$ cat config.mk
export PLATFORM = sky130hd
export DESIGN_NAME = abu_top
export DESIGN_NICKNAME = d
export VERILOG_FILES = /design/src/abu_pkg.sv /design/src/abu_cmp_if.sv /design/src/abu_match.sv /design/src/abu_top.sv
export SDC_FILE = /design/constraint.sdc
export NUM_CORES = 1
export LEC_CHECK = 0
export BUFFER_PORTS_ARGS = -buffer_cell sky130_fd_sc_hd__buf_4
export CAP_MARGIN = 10
export CELL_PAD_IN_SITES_DETAIL_PLACEMENT = 1
export CELL_PAD_IN_SITES_GLOBAL_PLACEMENT = 2
export CORE_UTILIZATION = 26
export CTS_BUF_LIST = sky130_fd_sc_hd__clkbuf_2 sky130_fd_sc_hd__clkbuf_4 sky130_fd_sc_hd__clkbuf_8
export DETAILED_ROUTE_END_ITERATION = 12
export PLACE_DENSITY = 0.95
export SLEW_MARGIN = 20
export SYNTH_ARGS = -nofsm -noshare
export SYNTH_HDL_FRONTEND = slang
export SYNTH_SLANG_ARGS = --single-unit
$ cat constraint.sdc
create_clock -name core_clk -period 6.4 [get_ports core_clk]
set_clock_uncertainty 0.1 [all_clocks]
set_input_delay 0.32 -clock core_clk [delete_from_list [all_inputs] [get_ports core_clk]]
set_output_delay 0.32 -clock core_clk [all_outputs]
set_load 0.03 [all_outputs]
$ cat src/abu_pkg.sv
`default_nettype none
package abu_pkg;
    // APB address width: word index of the highest register, times four
    localparam int ADDR_W = 18;

    // Register word indices; byte address is four times the index
    localparam logic [15:0] IDX_WAIT_STATUS = 16'hfe00;
    localparam logic [15:0] IDX_FLAG_CLEAR = 16'hfe03;
    localparam logic [15:0] IDX_ADDR_HIGH = 16'hfe09;
    localparam logic [15:0] IDX_ADDR_LOW = 16'hfe0a;
    localparam logic [15:0] IDX_STATUS_CTRL = 16'hfe0b;
    localparam logic [15:0] IDX_IRQ_STATUS = 16'hfe10;
    localparam logic [15:0] IDX_IRQ_MASK = 16'hfe11;

    // Field positions
    localparam int BIT_ENABLE = 7;
    localparam int BIT_ACTIVE = 6;
    localparam int BIT_WAIT_EXIT = 1;
    localparam int BIT_FLAG_CLEAR = 7;
    localparam int IRQ_W = 3;
    localparam int IRQ_TAKEN = 0;
    localparam int IRQ_WAIT = 1;
    localparam int IRQ_END = 2;

    // Fixed read value of the wait status register (bit 4 reads one)
    localparam logic [7:0] WAIT_STATUS_FIXED = 8'h10;
    localparam logic [15:0] ADDR_RESET = 16'h0000;
    localparam logic [IRQ_W-1:0] IRQ_RESET = 3'h0;

    // Break vectors
    localparam logic [15:0] VEC_NORMAL = 16'hfffc;
    localparam logic [15:0] VEC_MONITOR = 16'hfefc;

    typedef enum logic [2:0] {
        REG_NONE,
        REG_WAIT,
        REG_FLAG,
        REG_ADDRH,
        REG_ADDRL,
        REG_SCR,
        REG_ISTAT,
        REG_IMASK
    } abu_reg_t;

    typedef enum logic {
        PH_RUN,
        PH_BREAK
    } abu_phase_t;

    // Address decode shared by read and write paths
    function automatic abu_reg_t abu_decode(input logic [ADDR_W-1:0] addr);
        abu_reg_t r;
        r = REG_NONE;
        if (addr[1:0] == 2'h0) begin
            case (addr[ADDR_W-1:2])
                IDX_WAIT_STATUS: r = REG_WAIT;
                IDX_FLAG_CLEAR: r = REG_FLAG;
                IDX_ADDR_HIGH: r = REG_ADDRH;
                IDX_ADDR_LOW: r = REG_ADDRL;
                IDX_STATUS_CTRL: r = REG_SCR;
                IDX_IRQ_STATUS: r = REG_ISTAT;
                IDX_IRQ_MASK: r = REG_IMASK;
                default: r = REG_NONE;
            endcase
        end
        return r;
    endfunction
endpackage
`default_nettype wire

$ cat src/abu_cmp_if.sv
`timescale 1ns/1ps
`default_nettype none
interface abu_cmp_if;
    logic [15:0] cpu_addr;
    logic pc_valid;
    logic opcode_fetch;
    logic [15:0] brk_addr;
    logic enable;
    logic armed;
    logic hit_opcode;
    logic hit_operand;

    modport top (
        output cpu_addr, pc_valid, opcode_fetch, brk_addr, enable, armed,
        input hit_opcode, hit_operand
    );
    modport cmp (
        input cpu_addr, pc_valid, opcode_fetch, brk_addr, enable, armed,
        output hit_opcode, hit_operand
    );
endinterface
`default_nettype wire

$ cat src/abu_match.sv
`timescale 1ns/1ps
`default_nettype none
module abu_match (
    // Comparison bus from the control block
    abu_cmp_if.cmp cmp
);
    logic live;

    // Full 16-bit compare, program-counter addresses only
    // enable and PC qualify
    always_comb begin
        live = cmp.enable && cmp.pc_valid && cmp.armed && (cmp.cpu_addr == cmp.brk_addr);
        cmp.hit_opcode = live && cmp.opcode_fetch;
        cmp.hit_operand = live && !cmp.opcode_fetch;
    end
endmodule
`default_nettype wire

$ cat src/abu_top.sv
// The APB slave port was decided locally.
`timescale 1ns/1ps
`default_nettype none
module abu_top #(
    parameter logic [7:0] SWI_OPCODE = 8'h00
) (
    // Clock and reset
    input wire logic core_clk,
    input wire logic rst_n,
    // APB slave
    input wire logic psel,
    input wire logic penable,
    input wire logic pwrite,
    input wire logic [abu_pkg::ADDR_W-1:0] paddr,
    input wire logic [31:0] pwdata,
    input wire logic [3:0] pstrb,
    output logic [31:0] prdata,
    output logic pready,
    output logic pslverr,
    // CPU core signals
    input wire logic [15:0] cpu_addr,
    input wire logic cpu_pc_valid,
    input wire logic cpu_opcode_fetch,
    input wire logic cpu_instr_boundary,
    input wire logic cpu_rti_exec,
    input wire logic cpu_in_wait,
    input wire logic monitor_mode,
    // Reset pin test voltage detect
    input wire logic high_test_voltage,
    // Toward the system integration unit
    output logic break_request,
    output logic [7:0] swi_opcode_out,
    output logic [15:0] break_vector,
    output logic break_state_out,
    // Peripheral controls
    output logic counter_unit_one_stop,
    output logic counter_unit_two_stop,
    output logic watchdog_hold,
    output logic flag_clear_allowed,
    // Interrupt
    output logic irq
);
    abu_cmp_if cmp_bus ();

    abu_pkg::abu_phase_t phase;
    abu_pkg::abu_reg_t sel;
    logic [15:0] brk_addr;
    logic break_enable;
    logic break_active;
    logic armed;
    logic pend;
    logic wait_exit;
    logic flag_clear_enable;
    logic [abu_pkg::IRQ_W-1:0] irq_status;
    logic [abu_pkg::IRQ_W-1:0] irq_mask;
    logic [abu_pkg::IRQ_W-1:0] irq_events;
    logic hv_meta;
    logic hv_sync;
    logic wr_en;
    logic setup;
    logic sw_force;
    logic any_hit;
    logic rti_end;
    logic [7:0] wr_byte;
    logic wr_enable_bit;
    logic [7:0] rd_byte;

    // Comparator hookup
    assign cmp_bus.cpu_addr = cpu_addr;
    assign cmp_bus.pc_valid = cpu_pc_valid;
    assign cmp_bus.opcode_fetch = cpu_opcode_fetch;
    assign cmp_bus.brk_addr = brk_addr;
    assign cmp_bus.enable = break_enable;
    assign cmp_bus.armed = armed;

    abu_match u_match (
        .cmp(cmp_bus)
    );

    // Bus decode; zero-wait slave so access phase completes at once
    assign sel = abu_pkg::abu_decode(paddr);
    assign setup = psel && !penable;
    assign wr_en = psel && penable && pwrite && pstrb[0] && (sel != abu_pkg::REG_NONE);
    assign wr_byte = pwdata[7:0];
    assign wr_enable_bit = pwdata[abu_pkg::BIT_ENABLE];
    assign pready = 1'b1;
    assign pslverr = psel && penable && (sel == abu_pkg::REG_NONE);
    assign sw_force = wr_en && (sel == abu_pkg::REG_SCR) && pwdata[abu_pkg::BIT_ACTIVE];
    assign any_hit = cmp_bus.hit_opcode || cmp_bus.hit_operand;
    assign rti_end = (phase == abu_pkg::PH_BREAK) && cpu_rti_exec;

    // Opcode hit breaks in the fetch cycle so the opcode is replaced;
    // pended breaks wait for the instruction boundary
    // request toward integration unit
    always_comb begin
        break_request = (phase == abu_pkg::PH_RUN) &&
            (cmp_bus.hit_opcode || (pend && cpu_instr_boundary));
    end

    // Pending break from operand hit or software write
    // operand hit deferred to boundary
    // operand placement only delays the break
    always_ff @(posedge core_clk) begin
        if (!rst_n) begin
            pend <= 1'b0;
        end else if (cmp_bus.hit_operand || sw_force) begin
            pend <= 1'b1;
        end else if (break_request) begin
            pend <= 1'b0;
        end
    end

    // Break phase
    // return ends break state
    always_ff @(posedge core_clk) begin
        if (!rst_n) begin
            phase <= abu_pkg::PH_RUN;
        end else begin
            unique case (phase)
                abu_pkg::PH_RUN: begin
                    if (break_request) begin
                        phase <= abu_pkg::PH_BREAK;
                    end
                end
                abu_pkg::PH_BREAK: begin
                    if (cpu_rti_exec) begin
                        phase <= abu_pkg::PH_RUN;
                    end
                end
            endcase
        end
    end

    // Break enable control
    // enable bit write and reset
    always_ff @(posedge core_clk) begin
        if (!rst_n) begin
            break_enable <= 1'b0;
        end else if (wr_en && (sel == abu_pkg::REG_SCR)) begin
            break_enable <= wr_enable_bit;
        end
    end

    // Active bit; a match in the clearing cycle wins
    // set by match, forced or cleared by write
    always_ff @(posedge core_clk) begin
        if (!rst_n) begin
            break_active <= 1'b0;
        end else if (any_hit || sw_force) begin
            break_active <= 1'b1;
        end else if (wr_en && (sel == abu_pkg::REG_SCR)) begin
            break_active <= 1'b0;
        end
    end

    // Break address bytes
    // address halves, cleared on reset
    always_ff @(posedge core_clk) begin
        if (!rst_n) begin
            brk_addr <= abu_pkg::ADDR_RESET;
        end else if (wr_en && (sel == abu_pkg::REG_ADDRH)) begin
            brk_addr[15:8] <= wr_byte;
        end else if (wr_en && (sel == abu_pkg::REG_ADDRL)) begin
            brk_addr[7:0] <= wr_byte;
        end
    end

    // One match per programmed address; the return lands on the same
    // opcode, so without this it would break again at once
    // no rearm without new address
    always_ff @(posedge core_clk) begin
        if (!rst_n) begin
            armed <= 1'b1;
        end else if (wr_en && ((sel == abu_pkg::REG_ADDRH) || (sel == abu_pkg::REG_ADDRL))) begin
            armed <= 1'b1;
        end else if (any_hit) begin
            armed <= 1'b0;
        end
    end

    // Wait exit flag, set beats clear; writing one has no effect
    // wait exit flag
    always_ff @(posedge core_clk) begin
        if (!rst_n) begin
            wait_exit <= 1'b0;
        end else if (break_request && cpu_in_wait) begin
            wait_exit <= 1'b1;
        end else if (wr_en && (sel == abu_pkg::REG_WAIT) && !pwdata[abu_pkg::BIT_WAIT_EXIT]) begin
            wait_exit <= 1'b0;
        end
    end

    // Flag clear enable
    always_ff @(posedge core_clk) begin
        if (!rst_n) begin
            flag_clear_enable <= 1'b0;
        end else if (wr_en && (sel == abu_pkg::REG_FLAG)) begin
            flag_clear_enable <= pwdata[abu_pkg::BIT_FLAG_CLEAR];
        end
    end

    // Interrupt status: sticky, write one to clear, set wins
    always_comb begin
        irq_events = abu_pkg::IRQ_RESET;
        irq_events[abu_pkg::IRQ_TAKEN] = break_request;
        irq_events[abu_pkg::IRQ_WAIT] = break_request && cpu_in_wait;
        irq_events[abu_pkg::IRQ_END] = rti_end;
    end

    always_ff @(posedge core_clk) begin
        if (!rst_n) begin
            irq_status <= abu_pkg::IRQ_RESET;
        end else if (wr_en && (sel == abu_pkg::REG_ISTAT)) begin
            irq_status <= (irq_status & ~wr_byte[abu_pkg::IRQ_W-1:0]) | irq_events;
        end else begin
            irq_status <= irq_status | irq_events;
        end
    end

    always_ff @(posedge core_clk) begin
        if (!rst_n) begin
            irq_mask <= abu_pkg::IRQ_RESET;
        end else if (wr_en && (sel == abu_pkg::REG_IMASK)) begin
            irq_mask <= wr_byte[abu_pkg::IRQ_W-1:0];
        end
    end

    assign irq = |(irq_status & irq_mask);

    // Test voltage comes from a pin: two-stage synchroniser
    always_ff @(posedge core_clk) begin
        if (!rst_n) begin
            hv_meta <= 1'b0;
            hv_sync <= 1'b0;
        end else begin
            hv_meta <= high_test_voltage;
            hv_sync <= hv_meta;
        end
    end

    // Vector tracks the mode one cycle late; mode is static in practice
    // vector selection
    always_ff @(posedge core_clk) begin
        if (!rst_n) begin
            break_vector <= abu_pkg::VEC_NORMAL;
        end else begin
            break_vector <= monitor_mode ? abu_pkg::VEC_MONITOR : abu_pkg::VEC_NORMAL;
        end
    end

    assign swi_opcode_out = SWI_OPCODE;
    assign break_state_out = (phase == abu_pkg::PH_BREAK);
    assign flag_clear_allowed = (phase == abu_pkg::PH_RUN) || flag_clear_enable;
    assign counter_unit_one_stop = (phase == abu_pkg::PH_BREAK);
    assign counter_unit_two_stop = (phase == abu_pkg::PH_BREAK);
    assign watchdog_hold = (phase == abu_pkg::PH_BREAK) && hv_sync;

    // Read mux
    always_comb begin
        rd_byte = 8'h00;
        unique case (sel)
            abu_pkg::REG_WAIT: begin
                rd_byte = abu_pkg::WAIT_STATUS_FIXED;
                rd_byte[abu_pkg::BIT_WAIT_EXIT] = wait_exit;
            end
            abu_pkg::REG_FLAG: rd_byte[abu_pkg::BIT_FLAG_CLEAR] = flag_clear_enable;
            abu_pkg::REG_ADDRH: rd_byte = brk_addr[15:8];
            abu_pkg::REG_ADDRL: rd_byte = brk_addr[7:0];
            abu_pkg::REG_SCR: begin
                rd_byte[abu_pkg::BIT_ENABLE] = break_enable;
                rd_byte[abu_pkg::BIT_ACTIVE] = break_active;
            end
            abu_pkg::REG_ISTAT: rd_byte[abu_pkg::IRQ_W-1:0] = irq_status;
            abu_pkg::REG_IMASK: rd_byte[abu_pkg::IRQ_W-1:0] = irq_mask;
            abu_pkg::REG_NONE: rd_byte = 8'h00;
        endcase
    end

    // Read data captured in setup, valid through the access cycle
    always_ff @(posedge core_clk) begin
        if (!rst_n) begin
            prdata <= 32'h00000000;
        end else if (setup && !pwrite) begin
            prdata <= {24'h000000, rd_byte};
        end
    end
endmodule
`default_nettype wire

======== After elaboration in Yosys (flattened, before gate mapping) ========
Cells that the tools add are included.
W data, S select, Z words.
word-level totals
  flip-flop bits (word level) ............. 55
cells by class
  equality and inequality tests ........... 15
  muxes and demuxes ....................... 17
  bitwise gates (word level) .............. 8
  reduce and logical (&&, ||, !) cells .... 46
operators by type and width
  operator                count
  $eq A16 B16 Y1 const B  7
  $logic_and A1 B1 Y1     27
  $pmux W3 S7             1
  $eq A16 B16 Y1          1
  $pmux W3 S5             1
  $eq A3 B3 Y1 const B    4
  $mux W9                 1
  $pmux W3 S3             1
  $mux W1                 8
  $and A3 B3 Y3           2
  $eq A3 B2 Y1 const B    2
  $logic_or A1 B1 Y1      6
  $mux W3                 2
  $or A3 B3 Y3            2
  $reduce_bool A2 Y1      3
  $logic_not A1 Y1        4
  $pmux W1 S4             1
  $eq A3 B1 Y1 const B    1
  $logic_not A3 Y1        1
  $not A1 Y1              3
  $not A3 Y3              1
  $pmux W1 S3             1
  $reduce_bool A3 Y1      1
  $reduce_or A3 Y1        1
  other kinds (4)         4

======== Logic depth before layout (Yosys ltp) ========
Gate-level depths: netlist (run 1).
  depth after elaboration ................. 9
  gate-level depth with buffers ........... 9
  depth with buffers taken out ............ 6

======== Cells and area by module ========
Synthesis (run 1) repeated with hierarchy kept, for this count alone.
unflattened totals
  cell total of the unflattened synthesis .. 309
  area total of the unflattened synthesis .. 2591.2 um^2
modules (own cells, without submodules)
  module     times used  cells an instance  area each (um^2)  sequential area each (um^2)
  abu_top    1           285                2399.8            800.8
  abu_match  1           24                 191.4             0.0

======== Least setup slack after synthesis (run 1) ========
OpenSTA, ideal clock, no wires.
  kind .................................... input to register
  from .................................... input paddr[7] (netlist name)
  to ...................................... register prdata[6]
  library setup time ...................... 0.132 ns
  arrival time ............................ 2.381 ns
  required time ........................... 6.168 ns
  setup slack ............................. 3.787 ns
  cell stages on the path ................. 9
  buffers on the path ..................... 3
  path through ............................ or4_4 buf_6 or3_4 buf_6 or3_1 buf_2 mux2_4 nand3_2 a31oi_1
between the ends
  word-level cells in the longest chain between the ends .. 5
  elaborated cells on any way between the ends .. 13
RTL lines
  item                                                 RTL line        text
  start, declared                                      abu_top.sv:14   input wire logic [abu_pkg::ADDR_W-1:0] paddr,
  $eq A16 B16 Y1                                       abu_pkg.sv:55   case (addr[ADDR_W-1:2])
  $pmux W3 S7 (*)                                      abu_pkg.sv:55
  $mux W3 (*)                                          abu_pkg.sv:54   if (addr[1:0] == 2'h0) begin
  $eq A3 B3 Y1 / $eq A3 B2 Y1 (equally long branches)  abu_top.sv:261  unique case (sel)
  $pmux W1 S3 (*)                                      abu_top.sv:261
  end signal, assigned                                 abu_top.sv:284  prdata <= {24'h000000, rd_byte};
  end, declared                                        abu_top.sv:17   output logic [31:0] prdata,
Every way passes the cells marked *; elsewhere a longest branch is shown, timed or not.
A chain may end at the register's enable or synchronous reset.

======== Worst setup path in the final report (run 1) ========
  from .................................... input paddr[7] (netlist name)
  to ...................................... register brk_addr[12]
between the ends
  word-level cells in the longest chain between the ends .. 6
  elaborated cells on any way between the ends .. 13
RTL lines
  item                     RTL line        text
  $eq A16 B16 Y1           abu_pkg.sv:55
  $pmux W3 S7 (*)          abu_pkg.sv:55
  $mux W3 (*)              abu_pkg.sv:54
  $reduce_bool A3 Y1       abu_top.sv:83   assign wr_en = psel && penable && pwrite && pstrb[0] && (sel != abu_pkg::REG_NONE);
  $logic_and A1 B1 Y1      abu_top.sv:83
  $logic_and A1 B1 Y1 (*)  abu_top.sv:161  end else if (wr_en && (sel == abu_pkg::REG_ADDRH)) begin
  end signal, assigned     abu_top.sv:160  brk_addr <= abu_pkg::ADDR_RESET;
  end signal, assigned     abu_top.sv:162  brk_addr[15:8] <= wr_byte;
  end, declared            abu_top.sv:47   logic [15:0] brk_addr;
Marks and branches as above.

==> impl_metrics.tcl, run 1 <==
set metrics [dict create \
    ys_ff_latch 40 \
    m1WireLength_mm 3.29 \
    portBuffers 71 \
    grt_pass1_wl_mm 11.8 \
    critPathKind "input pin to register" \
    worst_ep_required_time_ns 6.44 \
    crit_path_max_incr_delay_ns 0.82 \
    rrSetupSlack_ns 4.01 \
    hold_ws_ns 0.0882 \
    holdBufCountCts 0 \
    leakage_nw 1.43 \
    period_needed_ns 2.94 \
    intPower_mw 0.369 \
    swShare_pct 30.6 \
    drc 0 \
    top_layer_used "met4" \
    ir_worst_vdd_v 0.0000916 \
    hp-start "monitor_mode" \
    setup_viol 0 \
    synth_area_leaders "dfxtp_1 (31%), buf_4 (14%), mux2i_1 (8.8%)" \
    pwr-share-comb_pct 19.9 \
    die_x_microns 102 \
    dp_hpwl_mm 6.27 \
    clock.fmax_mhz 340 \
    fin_crit_sh_pct 45.9 \
    numPlacedInstances 505 \
    die_h_microns 102 \
    yosysSeqAreaShare_pct 30.7 \
    rsz0062_at_grt "false" \
    vias 2347 \
    syn_to_final_growth_pct 19.9 \
    p_seq_share_pct 47.3 \
    num-fill-cells 1241 \
    core-area_sq_um 9730 \
    worstMarginPinSlew_ns 0.913 \
    cts_resized 0 \
    wl_met3_microns 490 \
    synth_area_leader_cell "dfxtp_1" \
    fin_cells 513 \
    rr_endpoint "irq_status[1]" \
    whs_endpoint "break_vector[8]" \
    drive_above_1_share_pct 23.7 \
    core.rowCount 36 \
    fp.dieArea_sq_um 10400 \
    critPathSlowestCell "nor4_1" \
    grt-ovfl-total 0 \
    power.density_nw_per_um2 170 \
    netlist_area_sq_um 2610 \
    place_congestion 0.795 \
    r2r-start "brk_addr[13]" \
    p_clk_share_pct 32.9 \
    ys.flop_type "dfxtp_1" \
    crit_arrival_ns 2.98 \
    routed_wl_mm 7.65 \
    io_pins 147 \
    via_per_inst 4.58 \
    worst-path-buf-inv 1 \
    slew_headroom_pct 38.6 \
    cp_cell_sequence "buf_4, or4_4, nor4_1, nand4b_1, mux2i_1, nor2_1" \
    cts_tree "done" \
    grt_usage_pct 14.8 \
    nets 461 \
    drv_cap 0 \
    antenna_found_initial 0 \
    synth_cell_types 51 \
    grt_pass1_vias 2392 \
    cts_made_buffers 5 \
    path_max_fanout 8 \
    switching_power_mw 0.163 \
    rr_worst_depth 6 \
    finalSetupTns_ns 0 \
    hold_depth 2 \
    cts_max_level 2 \
    met2_length_mm 3.79 \
    synth_top_cell_area_share_pct 30.7 \
    grt_max_degree 31 \
    cp_top_family "simple AND/OR/NAND/NOR gates" \
    clk_pin_slew_worst_paths_ns 0.08 \
    fin_util_pct 32.2 \
    min_path_type "input pin to register" \
    initial_utilization_pct 26.8 \
    netlist_instances 319 \
    yosys_warnings 0 \
    clk_latency_ns 0.29 \
    hold_viol 0 \
    status "complete, no violations" \
    final_antenna_net_count 0 \
    num_antenna_cells 0 \
    cts-root-buf "clkbuf_8" \
    clock-sinks 40 \
    wl_per_cell_microns 14.9 \
    avgSynthCellArea_sq_um 8.18 \
    synth_edf_count 0 \
    post-cts-setup-buffers 0 \
    slew_violations 0 \
    drt_iter0_markers 59 \
    cts_buffer_depth 2 \
    first_pass_iters 4 \
    cp-end-kind "register" \
    start_kind "input pin" \
    async_reset_ff_share_pct 0 \
]
routing by layer:
layer,track usage (%),vias up
met5,0,-
met4,3.85,0
met3,4.04,9
met2,26.4,78
met1,17.3,1119
li1,-,1141
layout make-up:
| class | instances | area [sq um] | area share (%) |
|---|---|---|---|
| clock buffer | 6 | 82.6 | 2.64 |
| clock inverter | 2 | 10.0 | 0.320 |
| inverter | 5 | 18.8 | 0.600 |
| multi-input combinational | 256 | 1520 | 48.5 |
| sequential | 40 | 801 | 25.6 |
| tap | 133 | 166 | 5.32 |
| timing repair buffer | 71 | 533 | 17.0 |
Yosys cell counts (all sizes together), types with 2 or more instances:
master / number
buf: 53
dfxtp: 40
nor2: 33
mux2i: 23
nand2: 23
xor2: 17
o21ai: 16
a21oi: 14
clkbuf: 11
nand3: 10
nor4: 9
nand4: 7
and2: 6
nor3: 6
a31oi: 5
inv: 5
or3: 4
a221oi: 3
and3: 3
nand4b: 3
conb: 2
mux2: 2
nand2b: 2
nand3b: 2
or2: 2
worst register-to-register path, cell delays in order, from the launching register on:
cell	delay, ns
dfxtp_1	0.34
xor2_1	0.19
nor4_1	0.32
nand3_1	0.23
o41ai_1	0.81
nand2_1	0.15
a21oi_1	0.18
power by group through the flow:
stage / registers, mW / clock network (mW) / logic [mW]
2_1_floorplan: 0.260 / 0 / 0.0838
3_3_place_gp: 0.257 / 0 / 0.103
3_5_place_dp: 0.257 / 0 / 0.105
4_1_cts: 0.252 / 0.181 / 0.106
5_1_grt: 0.252 / 0.190 / 0.114
6_report: 0.251 / 0.175 / 0.106
metrics by stage:
| step | worst slack, ns | area [sq um] | power, mW |
|---|---|---|---|
| floorplan | 3.79 | 2780 | 0.344 |
| global placement | 3.21 | 3040 | 0.361 |
| detailed placement | 3.15 | 3040 | 0.363 |
| CTS | 3.47 | 3130 | 0.538 |
| global route | 3.30 | 3130 | 0.555 |
| finish | 3.46 | 3130 | 0.532 |
registers in the layout, summed over array words and instances, names as in the netlist:
| name | cells |
|---|---|
| prdata | 8 |
| break_active | 1 |
| wait_exit | 1 |
| flag_clear_enable | 1 |
| break_enable | 1 |
| hv_meta | 1 |
| break_vector | 1 |
| irq_mask | 3 |
| break_state_out | 1 |
| brk_addr | 16 |
| pend | 1 |
| armed | 1 |
| irq_status | 3 |
| hv_sync | 1 |
layout by cell type, fill, tap and decap left out, types with 9 or more instances in the layout:
| cell | netlist | final |
|---|---|---|
| mux2i_1 | 23 | 23 |
| dfxtp_1 | 40 | 40 |
| o21ai_0 | 14 | 14 |
| nand2_1 | 23 | 23 |
| buf_4 | 50 | 71 |
| a21oi_1 | 14 | 14 |
| conb_1 | 2 | 48 |
| nand3_1 | 9 | 9 |
| xor2_1 | 17 | 17 |
| nor2_1 | 33 | 33 |
worst max-delay path by stage:
stage,startpoint,end,slack [ns],depth (start not counted)
5_1_grt,brk_addr[13],break_request,3.30,5
2_1_floorplan,paddr[7],prdata[6],3.79,9
6_report,paddr[7],brk_addr[12],3.46,6
3_3_place_gp,paddr[7],brk_addr[10],3.21,6
3_5_place_dp,paddr[7],brk_addr[9],3.15,6
4_1_cts,paddr[7],brk_addr[8],3.47,6
kinds of logic (layout without fill, tap and decap cells):
family | count (synthesis) | after routing | share of synthesized area (%)
AND/OR/NAND/NOR | 117 | 117 | 23.9
buffers and inverters | 69 | 84 | 17.7
AO/OA/AOI/OAI | 48 | 48 | 11.6
flip-flops | 40 | 40 | 30.7
multiplexers | 25 | 25 | 9.83
XOR/XNOR | 18 | 18 | 6.04
other | 2 | 48 | 0.288
(Power assumes the default switching activity.)
==> run 2: changes to the inputs <==
--- a/config.mk
+++ b/config.mk
@@ -9,10 +9,10 @@
 export CAP_MARGIN = 10
 export CELL_PAD_IN_SITES_DETAIL_PLACEMENT = 1
 export CELL_PAD_IN_SITES_GLOBAL_PLACEMENT = 2
-export CORE_UTILIZATION = 26
+export CORE_UTILIZATION = 22
 export CTS_BUF_LIST = sky130_fd_sc_hd__clkbuf_2 sky130_fd_sc_hd__clkbuf_4 sky130_fd_sc_hd__clkbuf_8
 export DETAILED_ROUTE_END_ITERATION = 12
-export PLACE_DENSITY = 0.95
+export PLACE_DENSITY = 0.87
 export SLEW_MARGIN = 20
 export SYNTH_ARGS = -nofsm -noshare
 export SYNTH_HDL_FRONTEND = slang
==> constraint.sdc (replaced) <==
create_clock -name core_clk -period 2.47 [get_ports core_clk]
set_clock_uncertainty 0.1 [all_clocks]
set_input_delay 0.1235 -clock core_clk [delete_from_list [all_inputs] [get_ports core_clk]]
set_output_delay 0.1235 -clock core_clk [all_outputs]
set_load 0.03 [all_outputs]
==> run 2 against run 1 <==
Against the previous run: hold slack worse by 0.082 ns; die area up 18%; non-clock buffer count up 18; critical path type is now register to output port; largest cell class unchanged; largest power group unchanged.
==> impl_metrics.tcl, run 2 (synthesis gave the netlist of run 1 again) <==
set metrics [dict create \
    grt_max_degree 25 \
    worst_ep_required_time_ns 2.25 \
    dp_hpwl_mm 6.63 \
    clk_latency_ns 0.29 \
    cp-end-kind "output port" \
    cts_buffer_depth 2 \
    grt_usage_pct 12.9 \
    num_antenna_cells 0 \
    clock.fmax_mhz 441 \
    cts_max_level 2 \
    place_congestion 0.803 \
    grt_pass1_vias 2546 \
    post-cts-setup-buffers 0 \
    crit_arrival_ns 2.04 \
    fin_crit_sh_pct 91.8 \
    slew_headroom_pct 49.4 \
    clock-sinks 40 \
    first_pass_iters 4 \
    cp_top_family "simple AND/OR/NAND/NOR gates" \
    core-area_sq_um 11500 \
    clk_pin_slew_worst_paths_ns 0.08 \
    core.rowCount 39 \
    cp_cell_sequence "xor2_1, nor4_1, nand3_1, o41ai_4, buf_4" \
    leakage_nw 1.54 \
    fin_util_pct 29.3 \
    largestRegisters "brk_addr: 16 flops, prdata: 8 flops" \
    final_antenna_net_count 0 \
    nets 479 \
    wl_per_cell_microns 14.9 \
    rsz0062_at_grt "false" \
    worst-path-buf-inv 1 \
    critPathSlowestCell "o41ai_4" \
    fp.dieArea_sq_um 12300 \
    syn_to_final_growth_pct 28.7 \
    setup_viol 0 \
    worstSetupStartpoint "brk_addr[11]" \
    via_per_inst 4.54 \
    grt-ovfl-total 0 \
    initial_utilization_pct 22.8 \
    cts_made_buffers 5 \
    final_cell_mix "buf_4 (82), conb_1 (48), dfxtp_1 (40), nor2_1 (33)" \
    power.density_nw_per_um2 456 \
    slew_violations 0 \
    drt_iter0_markers 101 \
    drive_above_1_share_pct 25.9 \
    ir_worst_vdd_v 0.000204 \
    worstMarginPinSlew_ns 0.759 \
    routed_wl_mm 8.08 \
    path_max_fanout 3 \
    min_path_type "input pin to register" \
    regMostFlops "brk_addr" \
    finalSetupTns_ns 0 \
    vias 2456 \
    grt_pass1_wl_mm 12.7 \
    drv_cap 0 \
    layout_commonest_cell "buf_4" \
    hp-start "pwdata[6]" \
    antenna_found_initial 0 \
    hold_viol 0 \
    cts_tree "done" \
    crit_path_max_incr_delay_ns 0.46 \
    drc 0 \
    critPathKind "register to output port" \
    largest_reg_flops 16 \
    die_x_microns 111 \
    io_pins 147 \
    period_needed_ns 2.27 \
    status "complete, no violations" \
    portBuffers 71 \
    cts-root-buf "clkbuf_8" \
    r2r-start "brk_addr[4]" \
    die_h_microns 111 \
    start_kind "register" \
    report.power.total_mw 1.53 \
]
run 2: changes by cell type in the layout (fill, tap and decap cells not counted), sizes merged:
cell	delta
buf	+12
clkinv	-2
clkbuf	+1
dlygate4sd3	+6
bufinv	+1
run 2: layout make-up:
type | count | area [sq um]
clock buffers | 7 | 96.3
clock inverters | 1 | 30.0
multi-input cells | 256 | 1540
inverters | 5 | 18.8
fillers | 1388 | 8110
flip-flops and latches | 40 | 801
well taps | 143 | 179
repair buffers | 89 | 696
run 2: through the flow:
stage | std cells | hold slack (ns) | setup slack (ns) | cell area, sq um
3_5_place_dp | 527 | 0.193 | 0.0415 | 3160
6_report | 541 | 0.00608 | 0.202 | 3360
2_1_floorplan | 365 | 0.0935 | 0.0538 | 2790
5_1_grt | 541 | 0.0224 | 0.0616 | 3360
3_3_place_gp | 527 | 0.197 | 0.0620 | 3160
4_1_cts | 541 | 0.00475 | 0.0104 | 3350
run 2: layer usage:
metal	track usage [%]	routed length [microns]	up-vias
met5	0	0	-
met4	2.49	38	0
met3	3.28	425	4
met2	22.2	3960	71
met1	16.2	3650	1204
li1	-	-	1177
run 2: worst paths after layout:
path              slack, ns         endpoint  cells past startpoint
setup / recovery       0.20    break_request                      5
hold / removal        0.006     brk_addr[14]                      3
setup reg to reg       0.48  break_state_out                      6
hold reg to reg        0.35          hv_sync                      1
run 2: timing repair:
item	CTS	global route
gates resized for setup	0	1
endpoints found under the hold margin	7	0
hold buffers	6	0
setup endpoints to repair	0	1
run 2: worst register-to-register path, delay by kind of cell (launching register included):
kind,cells,cell delay [ns]
and+or+nand+nor,4,1.14
DFF,1,0.35
AOI/OAI and AO/OA,1,0.17
xor gates and xnor gates,1,0.18
run 2: report_power, final:
group	internal (mW)	switching [mW]	leakage [nW]
clock	0.357	0.234	0.0645
combinational	0.0947	0.194	1.15
sequential	0.650	0.00224	0.323
==> run 3: changes to the inputs <==
--- a/config.mk
+++ b/config.mk
@@ -12,7 +12,7 @@
 export CORE_UTILIZATION = 22
 export CTS_BUF_LIST = sky130_fd_sc_hd__clkbuf_2 sky130_fd_sc_hd__clkbuf_4 sky130_fd_sc_hd__clkbuf_8
 export DETAILED_ROUTE_END_ITERATION = 12
-export PLACE_DENSITY = 0.87
+export PLACE_DENSITY = 0.85
 export SLEW_MARGIN = 20
 export SYNTH_ARGS = -nofsm -noshare
 export SYNTH_HDL_FRONTEND = slang
==> run 3 against run 2 <==
Against the previous run: core utilization shrank 0.098 points; sequential power is essentially flat; cell area shrank 0.34%; sequential share of layout area grew 0.080 points; first-iteration DRC count shrank 9.9%; hold slack lost 0.0023 ns; largest cell class unchanged; via count shrank 1.3%; sequential cell count is the same.
==> impl_metrics.tcl, run 3 (synthesis gave the netlist of run 1 again) <==
set metrics [dict create \
    status "complete, no violations" \
    worstSetupStartpoint "brk_addr[4]" \
    hold_viol 0 \
    cts_tree "done" \
    drv_cap 0 \
    power.density_nw_per_um2 448 \
    path_max_fanout 3 \
    syn_to_final_growth_pct 28.2 \
    fp.dieArea_sq_um 12300 \
    die_h_microns 111 \
    grt_pass1_vias 2516 \
    rr_endpoint "irq_status[1]" \
    grt-ovfl-total 0 \
    p_clk_share_pct 37.5 \
    crit_path_end "break_request" \
    core-area_sq_um 11500 \
    r2r-start "brk_addr[4]" \
    antenna_found_initial 0 \
    leakage_nw 1.54 \
    die_x_microns 111 \
    largest_reg_flops 16 \
    rsz0062_at_grt "false" \
    crit_arrival_ns 2.10 \
    wl_per_cell_microns 14.9 \
    dp_hpwl_mm 6.60 \
    rrSetupSlack_ns 0.41 \
    final_cell_mix "buf_4 (84), conb_1 (48), dfxtp_1 (40), nor2_1 (33)" \
    pwr-share-comb_pct 19.1 \
    cts_made_buffers 5 \
    nets 481 \
    grt_max_degree 21 \
    setup_viol 0 \
    fin_crit_sh_pct 94.0 \
    via_per_inst 4.46 \
    cts-root-buf "clkbuf_8" \
    intPower_mw 1.05 \
    critPathKind "register to output port" \
    clk_latency_ns 0.30 \
    cp-end-kind "output port" \
    core.rowCount 39 \
    clk_pin_slew_worst_paths_ns 0.08 \
    min_path_type "input pin to register" \
    initial_utilization_pct 22.8 \
    io_pins 147 \
    place_congestion 0.793 \
    regMostFlops "brk_addr" \
    holdBufCountCts 6 \
    ir_worst_vdd_v 0.000217 \
    grt_pass1_wl_mm 13.0 \
    grt_usage_pct 13.2 \
    start_kind "register" \
    drt_iter0_markers 91 \
    final_antenna_net_count 0 \
    routed_wl_mm 8.08 \
    switching_power_mw 0.445 \
    swShare_pct 29.7 \
    vias 2423 \
    clock.fmax_mhz 431 \
    cts_resized 0 \
    first_pass_iters 4 \
    post-cts-setup-buffers 0 \
    rr_worst_depth 7 \
    cts_buffer_depth 2 \
    portBuffers 71 \
    layout_commonest_cell "buf_4" \
    cts_max_level 2 \
    slew_violations 0 \
    num-fill-cells 1368 \
    clock-sinks 40 \
    drive_above_1_share_pct 26.3 \
    finalSetupTns_ns 0 \
    drc 0 \
    period_needed_ns 2.32 \
    num_antenna_cells 0 \
    report.power.total_mw 1.50 \
    worst_ep_required_time_ns 2.25 \
    slew_headroom_pct 52.9 \
    p_seq_share_pct 43.5 \
    worstMarginPinSlew_ns 0.703 \
    largestRegisters "brk_addr: 16 flops, prdata: 8 flops" \
]
## run 3: cell count changes in the layout (fill, tap and decap cells not counted), sizes merged
cell / before / now
clkinv: 0 / 1
buf: 83 / 85
clkbuf: 7 / 6
## run 3: area by class of cell
| class | instances | area (sq um) | share of cell area (%) |
|---|---|---|---|
| repair buffers | 91 | 711 | 21.2 |
| clock inverters | 2 | 35.0 | 1.05 |
| well taps | 143 | 179 | 5.35 |
| clock buffers | 6 | 76.3 | 2.28 |
| flip-flops and latches | 40 | 801 | 23.9 |
| inverters | 5 | 18.8 | 0.561 |
| multi-input cells | 256 | 1530 | 45.6 |
## run 3: metal layers
metal / track usage, % / wire [microns] / vias to the layer above
met5: 0 / 0 / -
met4: 2.13 / 72 / 0
met3: 3.39 / 388 / 7
met2: 22.8 / 3920 / 73
met1: 16.8 / 3710 / 1164
li1: - / - / 1179
## run 3: worst max-delay path, cell delays in order (launching register included)
cell and delay [ns]:
dfxtp_1 0.35, xor2_1 0.18, nor4_1 0.34, nand3_1 0.23, o41ai_2 0.34, buf_4 0.19, buf_4 0.16
## run 3: power groups by stage
stage	sequential [mW]	combinational [mW]	clock, mW
global route	0.653	0.306	0.594
finish	0.652	0.286	0.561
CTS	0.652	0.286	0.567
floorplan	0.674	0.217	0
global placement	0.667	0.273	0
detailed placement	0.667	0.278	0
## run 3: per-stage QoR
stage	utilization, %	hold WS (ns)	setup slack [ns]	std cells	area (sq um)
6_report	29.2	0.00381	0.149	543	3350
5_1_grt	29.2	0.00844	0.0850	543	3350
4_1_cts	29.2	0.000403	0.142	543	3350
3_5_place_dp	27.7	0.196	0.102	529	3180
3_3_place_gp	27.7	0.197	0.0910	529	3180
2_1_floorplan	-	0.0935	0.0538	365	2790
## run 3: worst min path at each step
stage	from	endpoint	slack (ns)	cells past startpoint
floorplan	monitor_mode	break_vector[8]	0.09	1
global placement	monitor_mode	break_vector[8]	0.20	2
detailed placement	monitor_mode	break_vector[8]	0.20	2
CTS	pwdata[6]	brk_addr[14]	0.0004	3
global route	rst_n	armed	0.008	2
finish	pwdata[6]	brk_addr[14]	0.004	3
